**src/cpc_regs.svh**
```systemverilog
// Register offsets, field positions, reset values and timing counts of the charger controller.
`ifndef CPC_REGS_SVH
`define CPC_REGS_SVH
`define CPC_OFS_SETUP1 8'h01
`define CPC_OFS_FLOAT 8'h02
`define CPC_OFS_CURRENT 8'h04
`define CPC_B_TERM_EN 3
`define CPC_B_CHG_DIS 2
`define CPC_B_HIZ 1
`define CPC_B_BOOST 0
`define CPC_RST_SETUP1 8'h38
`define CPC_RST_FLOAT 8'h8C
`define CPC_RST_CURRENT 8'h00
`define CPC_MASK_FLOAT 8'hFC
`define CPC_MASK_CURRENT 8'h77
`define CPC_FLOAT_BASE_MV 13'h0DAC
`define CPC_FLOAT_STEP_MV 13'h0014
`define CPC_FLOAT_MAX_CODE 6'h2F
`define CPC_TERM_STEP_DMV 10'h021
`define CPC_PRECHG_MV 13'h0BB8
`define CPC_RECHG_MV 13'h0078
`define CPC_SLEW_DMV 10'h00A
`define CPC_CLK_MHZ 100
`define CPC_READY_MS 500
`endif

```
**src/cpc_pkg.sv**
```systemverilog
// Types shared by the charger controller.
package cpc_pkg;
	typedef enum logic [2:0] {CPC_OFF, CPC_PRE, CPC_CC, CPC_CV, CPC_READY, CPC_DONE} cpc_phase_t;
	typedef enum logic [1:0] {CPC_CHARGE, CPC_BOOST, CPC_HIZ} cpc_mode_t;
	typedef struct packed {
		logic valid;
		logic [7:0] addr;
		logic [7:0] data;
	} cpc_wr_t;
	typedef struct packed {
		logic [7:0] setup1;
		logic [7:0] float_reg;
		logic [7:0] current_reg;
		cpc_phase_t phase;
		cpc_mode_t mode;
		logic [9:0] cur;
		logic [25:0] cnt;
		logic [12:0] float_mv;
		logic [9:0] term_dmv;
		logic pre_on;
		logic pwm_on;
		logic [1:0] stat;
		logic new_cycle;
	} cpc_state_t;
endpackage : cpc_pkg

```
**src/cpc_charger_control.sv**
```systemverilog
// Charger parameter registers, mode selection and charge phase sequencer.
`include "cpc_regs.svh"

module cpc_charger_control
	import cpc_pkg::*;
#(
	parameter int unsigned READY_CYCLES = `CPC_READY_MS * 1000 * `CPC_CLK_MHZ
) (
	input wire logic sys_clk,
	input wire logic rst_b,
	input wire cpc_wr_t wr,
	input wire logic vbus_por,
	input wire logic [12:0] bat_mv,
	input wire logic [9:0] sense_dmv,
	input wire logic die_hot,
	output logic [7:0] setup1,
	output logic [7:0] float_reg,
	output logic [7:0] current_reg,
	output cpc_phase_t phase,
	output cpc_mode_t mode,
	output logic [12:0] float_mv,
	output logic [9:0] charge_limit_dmv,
	output logic [9:0] term_dmv,
	output logic linear_precharge_on,
	output logic switching_on,
	output logic [1:0] stat,
	output logic new_cycle
);
	localparam logic [25:0] READY_LAST = 26'(READY_CYCLES - 1);

	cpc_state_t s;
	cpc_state_t next_s;
	logic trig;
	logic [9:0] target;
	logic [12:0] rech_mv;

	function automatic logic [12:0] float_of(input logic [5:0] code);
		logic [5:0] c;
		c = (code > `CPC_FLOAT_MAX_CODE) ? `CPC_FLOAT_MAX_CODE : code;
		float_of = `CPC_FLOAT_BASE_MV + 13'(c) * `CPC_FLOAT_STEP_MV;
	endfunction : float_of

	function automatic logic [9:0] charge_of(input logic [2:0] code);
		case (code)
			3'h0: charge_of = 10'h176;
			3'h1: charge_of = 10'h1BA;
			3'h2: charge_of = 10'h1FE;
			3'h3: charge_of = 10'h242;
			3'h4: charge_of = 10'h2CA;
			3'h5: charge_of = 10'h30E;
			3'h6: charge_of = 10'h396;
			default: charge_of = 10'h3DA;
		endcase
	endfunction : charge_of

	always_comb begin
		next_s = s;
		trig = 1'b0;
		next_s.new_cycle = 1'b0;
		if (wr.valid) begin
			case (wr.addr)
				`CPC_OFS_SETUP1: begin
					// A 1-to-0 change of disable or high impedance forces a restart; clearing boost also starts a cycle from off.
					if ((s.setup1[`CPC_B_CHG_DIS] && !wr.data[`CPC_B_CHG_DIS]) ||
						(s.setup1[`CPC_B_HIZ] && !wr.data[`CPC_B_HIZ])) begin
						trig = 1'b1;
					end
					next_s.setup1 = wr.data;
				end
				`CPC_OFS_FLOAT: next_s.float_reg = wr.data & `CPC_MASK_FLOAT;
				`CPC_OFS_CURRENT: next_s.current_reg = wr.data & `CPC_MASK_CURRENT;
				default: ;
			endcase
		end
		if (vbus_por) begin
			trig = 1'b1;
		end
		rech_mv = s.float_mv - `CPC_RECHG_MV;
		if (s.phase == CPC_DONE && bat_mv < rech_mv) begin
			trig = 1'b1;
		end
		if (next_s.setup1[`CPC_B_HIZ]) begin
			next_s.mode = CPC_HIZ;
		end else if (next_s.setup1[`CPC_B_BOOST]) begin
			next_s.mode = CPC_BOOST;
		end else begin
			next_s.mode = CPC_CHARGE;
		end
		next_s.float_mv = float_of(next_s.float_reg[7:2]);
		next_s.term_dmv = `CPC_TERM_STEP_DMV * (10'(next_s.current_reg[2:0]) + 10'h001);
		target = charge_of(next_s.current_reg[6:4]);
		if (next_s.mode != CPC_CHARGE || next_s.setup1[`CPC_B_CHG_DIS]) begin
			next_s.phase = CPC_OFF;
		end else if (trig || s.phase == CPC_OFF) begin
			next_s.new_cycle = 1'b1;
			next_s.phase = (bat_mv < `CPC_PRECHG_MV) ? CPC_PRE : CPC_CC;
		end else begin
			case (s.phase)
				CPC_PRE: begin
					if (bat_mv >= `CPC_PRECHG_MV) begin
						next_s.phase = CPC_CC;
					end
				end
				CPC_CC: begin
					if (bat_mv >= s.float_mv) begin
						next_s.phase = CPC_CV;
					end
				end
				CPC_CV: begin
					if (s.setup1[`CPC_B_TERM_EN] && sense_dmv <= s.term_dmv) begin
						next_s.phase = CPC_READY;
						next_s.cnt = '0;
					end
				end
				CPC_READY: begin
					// The wait is spent with switching stopped, before done shows.
					next_s.cnt = s.cnt + 26'h0000001;
					if (s.cnt >= READY_LAST) begin
						next_s.phase = CPC_DONE;
					end
				end
				CPC_DONE: ;
				default: next_s.phase = CPC_OFF;
			endcase
		end
		if (next_s.phase == CPC_CC || next_s.phase == CPC_CV) begin
			if (die_hot) begin
				// No temperature figure is known here, so the loop backs off while hot.
				next_s.cur = (s.cur > `CPC_SLEW_DMV) ? s.cur - `CPC_SLEW_DMV : '0;
			end else if (s.cur > target) begin
				next_s.cur = target;
			end else if (target - s.cur > `CPC_SLEW_DMV) begin
				next_s.cur = s.cur + `CPC_SLEW_DMV;
			end else begin
				next_s.cur = target;
			end
		end else begin
			next_s.cur = '0;
		end
		next_s.pre_on = (next_s.phase == CPC_PRE);
		next_s.pwm_on = (next_s.phase == CPC_CC || next_s.phase == CPC_CV);
		case (next_s.phase)
			CPC_PRE, CPC_CC, CPC_CV: next_s.stat = 2'h1;
			CPC_DONE: next_s.stat = 2'h2;
			default: next_s.stat = 2'h0;
		endcase
	end

	always_ff @(posedge sys_clk or negedge rst_b) begin
		if (!rst_b) begin
			s <= '0;
			s.setup1 <= `CPC_RST_SETUP1;
			s.float_reg <= `CPC_RST_FLOAT;
			s.current_reg <= `CPC_RST_CURRENT;
			s.phase <= CPC_OFF;
			s.mode <= CPC_CHARGE;
			s.float_mv <= 13'h1068;
			s.term_dmv <= `CPC_TERM_STEP_DMV;
		end else begin
			s <= next_s;
		end
	end

	assign setup1 = s.setup1;
	assign float_reg = s.float_reg;
	assign current_reg = s.current_reg;
	assign phase = s.phase;
	assign mode = s.mode;
	assign float_mv = s.float_mv;
	assign charge_limit_dmv = s.cur;
	assign term_dmv = s.term_dmv;
	assign linear_precharge_on = s.pre_on;
	assign switching_on = s.pwm_on;
	assign stat = s.stat;
	assign new_cycle = s.new_cycle;
endmodule : cpc_charger_control

```
**config.mk**
```make
export PLATFORM = sky130hd
export DESIGN_NAME = cpc_charger_control
export DESIGN_NICKNAME = d
export VERILOG_FILES = /design/src/cpc_pkg.sv /design/src/cpc_charger_control.sv
export VERILOG_INCLUDE_DIRS = /design/src /design/src/src
export SDC_FILE = /design/constraint.sdc
export NUM_CORES = 1
export LEC_CHECK = 0
export ABC_CLOCK_PERIOD_IN_PS = 9900
export BUFFER_PORTS_ARGS = -buffer_cell sky130_fd_sc_hd__buf_2
export CORE_MARGIN = 1
export CORE_UTILIZATION = 62
export CTS_CLUSTER_SIZE = 12
export DETAILED_ROUTE_END_ITERATION = 6
export GPL_ROUTABILITY_DRIVEN = 0
export GPL_TIMING_DRIVEN = 0
export PLACE_DENSITY = 0.92
export SLEW_MARGIN = 20
export SYNTH_ARGS = -nofsm -noshare
export SYNTH_HDL_FRONTEND = slang
export SYNTH_SLANG_ARGS = --single-unit
```
**constraint.sdc**
```tcl
create_clock -name sys_clk -period 9.9 [get_ports sys_clk]
set_clock_uncertainty 0.2 [all_clocks]
set_input_delay 0.99 -clock sys_clk [delete_from_list [all_inputs] [get_ports sys_clk]]
set_output_delay 0.99 -clock sys_clk [all_outputs]
set_load 0.03 [all_outputs]
```
==> metrics.md <==
| Metric | Value |
|---|---|
| Netlist cell types | `66` |
| Clock latency on the worst-skew pair | `0.36 ns` |
| Layout cell share with drive strength beyond 1 | `27.47%` |
| Drt pass-1 iters | `5` |
| Crit Path Category | `in2reg` |
| Status | `finished clean` |
| Cell row count | `35` |
| Top_reg_cell synth | `dfrtp_1` |
| Post_cts resized | `0` |
| Setup Buffers After CTS | `0` |
| Vias | `5727` |
| Crit end category | `register` |
| Mapped Area | `6083 um2` |
| Grt ovf | `0` |
| H-tree depth | `3` |
| Slew of the pin with the lowest slew margin | `0.8525 ns` |
| Initial antenna violation count | `0` |
| Area growth syn-to-layout | `15.80%` |
| Post-synth top area share | `27.97%` |
| CTS Hold Bufs | `0` |
| Final Cycle Share | `49.32%` |
| TNS Setup | `0 ns` |
| Worst path required time | `9.95 ns` |
| Number of buffers created by CTS | `9` |
| Lkg Pwr | `3.525 nW` |
| Placed insts | `932` |
| Placement Cell Area | `6798 um2` |
| Gr usage total | `33.03%` |
| Post-route cell area | `7044 um2` |
| Worst slew margin | `42.73%` |
| DP HPWL | `12.11 mm` |
| Period minus WS final | `4.882 ns` |
| Boundary Pins | `111` |
| Max reg flops | `26` |
| Vias/cell | `6.035` |
| Nets | `910` |
| RSZ-0062 raised after global routing | `false` |
| Syn Inst Count | `694` |
| Clk sinks | `79` |
| Fin cells | `949` |
| Clock root cell | `clkbuf_8` |
| Port bufs | `100` |
| P per Cell Area | `180.1 nW/um2` |
| Critical Path Fanout Max | `10` |
| Max Clk Rate | `204.8 MHz` |
| Sequential element share of the synthesized area | `32.72%` |
| Biggest register | `s` |
| Final slew viol count | `0` |
| Final Setup Violations | `0` |
| Syn. warnings | `0` |
| CTS clk-pin slew, worst paths | `0.09 ns` |
| Min-Delay Path Class | `reg2reg` |
| Asr flop ratio synth | `100.0%` |
| Average size of a mapped cell | `8.766 um2` |
| Number of flops mapped to enable cells by yosys | `0` |
| Initial core utilization | `64.91%` |
| Crit path DAT | `4.93 ns` |
| Vias in the first global route | `5588` |
| Max_cap viols | `0` |
| Most area-hungry cell type in the Yosys netlist | `dfrtp_1` |
| Startpoint Class | `input pin` |
| Die width | `101.1 um` |
| Largest net degree at the start of global routing | `44` |
| CTS tree | `done` |
| First-pass GRT wire length | `26.32 mm` |
| Drt total wl | `16.05 mm` |
| Routed wire length per instance | `16.91 um` |
| Max clock buf depth | `2` |
| Die Ht | `101.1 um` |
| Peak VDD IR | `0.07993 mV` |
| Antenna-violating nets left | `0` |
| Core region area | `9371 um2` |
| Starting DRC count in detailed routing | `331` |
| Post-synthesis register bit count | `79` |
| Die Area | `10210 um2` |
| Final Hold Viols | `0` |
| DRC Markers | `0` |
| Minimum hold slack | `0.2641 ns` |
| Top post-synthesis cells by area | `dfrtp_1, ha_1, buf_4, o21ai_0, dfstp_2` |
-- kinds of logic (layout without fill, tap and decap cells) --
family                     Yosys count  count (layout)  share of synthesized area [%]
buffers and inverters              130             247                          12.03
and+or+nand+nor                    208             208                          18.14
adders and majority gates           52              52                          10.82
AOI/OAI and AO/OA                  167             167                          17.22
xor gates and xnor gates            34              34                          4.895
DFF                                 79              79                          32.72
other                                1              10                        0.06164
muxes                               23              23                          4.114
-- layout by cell type (no fill, tap or decap), drive strengths merged, types with 9 or more instances in the layout --
cell,instances
a21oi,35
a31oi,12
and2,9
and3,12
buf,168
clkbuf,21
conb,9
dfrtp,68
dfstp,11
ha,51
inv,52
mux2,13
mux2i,10
nand2,47
nand3,11
nand4,16
nor2,45
nor2b,13
nor3,18
o21ai,66
o31ai,13
xnor2,26
-- critical path, stage by stage --
cell       delay [ns]
buf_2            0.11
nor4_4           0.35
nand4b_1         0.26
clkbuf_1         0.27
clkbuf_1         0.29
a211oi_1         0.27
a31o_2           0.18
ha_1             0.28
nor2b_1          0.16
or4_1            0.49
a211oi_2         0.22
a31oi_1          0.12
o32ai_4          0.55
nor3_2           0.10
a2111oi_2        0.30
-- final cells by class --
| cell class | count | area (um2) |
|---|---|---|
| Antenna cell | 1 | 2.502 |
| Buffer | 79 | 540.5 |
| Clock buffer | 9 | 123.9 |
| Clock inverter | 7 | 120.1 |
| Fill cell | 658 | 2327 |
| Inverter | 51 | 191.4 |
| Multi-Input combinational cell | 493 | 3391 |
| Sequential cell | 79 | 1991 |
| Tap cell | 129 | 161.4 |
| Timing Repair Buffer | 101 | 523.0 |
-- path summary, 6_finish.rpt --
check | slack [ns] | from | depth (start not counted) | end
worst max-delay path | 5.02 | wr[11] | 15 | charge_limit_dmv[9]
worst min-delay path | 0.26 | current_reg[0] | 1 | term_dmv[5]
worst max register to register | 5.58 | float_mv[3] | 13 | s[51]
worst min register to register | 0.26 | current_reg[0] | 1 | term_dmv[5]
max in group asynchronous | 8.46 | rst_b | 2 | float_reg[3]
min in group asynchronous | 0.38 | rst_b | 1 | s[45]
-- metrics by stage --
| stage | worst slack (ns) | power (mW) | util (%) |
|---|---|---|---|
| final | 5.018 | 1.269 | 75.17 |
| after detailed placement | 4.724 | 0.9605 | 72.54 |
| after floorplan | 5.408 | 0.8220 | - |
| after CTS | 5.088 | 1.260 | 75.14 |
| after global placement | 4.989 | 0.9290 | 72.30 |
| after global routing | 4.702 | 1.337 | 75.14 |
-- cell usage after synthesis, types with 2 or more instances --
master,number
o2111ai_1,3
or4_1,3
buf_4,64
nor3_1,16
buf_2,3
o221ai_1,2
xor2_1,8
nand2_1,47
nor2_1,45
o31ai_1,13
or2_2,3
nor2b_1,13
dfstp_2,11
a21o_1,2
nand2b_1,6
o211ai_1,5
dfrtp_1,68
a22oi_1,2
nor3b_1,4
inv_2,2
o21ai_0,62
nor3_2,2
nor4_1,2
or3_1,6
nand4_1,16
ha_1,51
o21ai_1,4
clkbuf_1,12
and4_1,2
o21a_1,4
a31o_2,2
mux2i_1,9
inv_1,49
o311a_1,2
xnor2_1,26
a31oi_1,12
and3_1,12
and2_1,9
nand4b_1,3
o41ai_1,2
nand3_1,11
mux2_2,13
a211oi_1,6
a21oi_1,35
-- power by group --
group | internal (mW) | switching (mW)
Sequential | 0.359 | 0.0431
Clock | 0.169 | 0.129
Combinational | 0.230 | 0.339
Total | 0.758 | 0.511
-- layer usage --
| layer | GRT usage [%] | up-vias | share of wire [%] |
|---|---|---|---|
| met3 | 7.004 | 81 | 7.9 |
| met5 | 0 | - | 0 |
| li1 | - | 2643 | - |
| met1 | 39.32 | 2703 | 38 |
| met2 | 55.78 | 300 | 49 |
| met4 | 17.84 | 0 | 4.9 |
No activity file was read; power rests on OpenSTA's default activity.
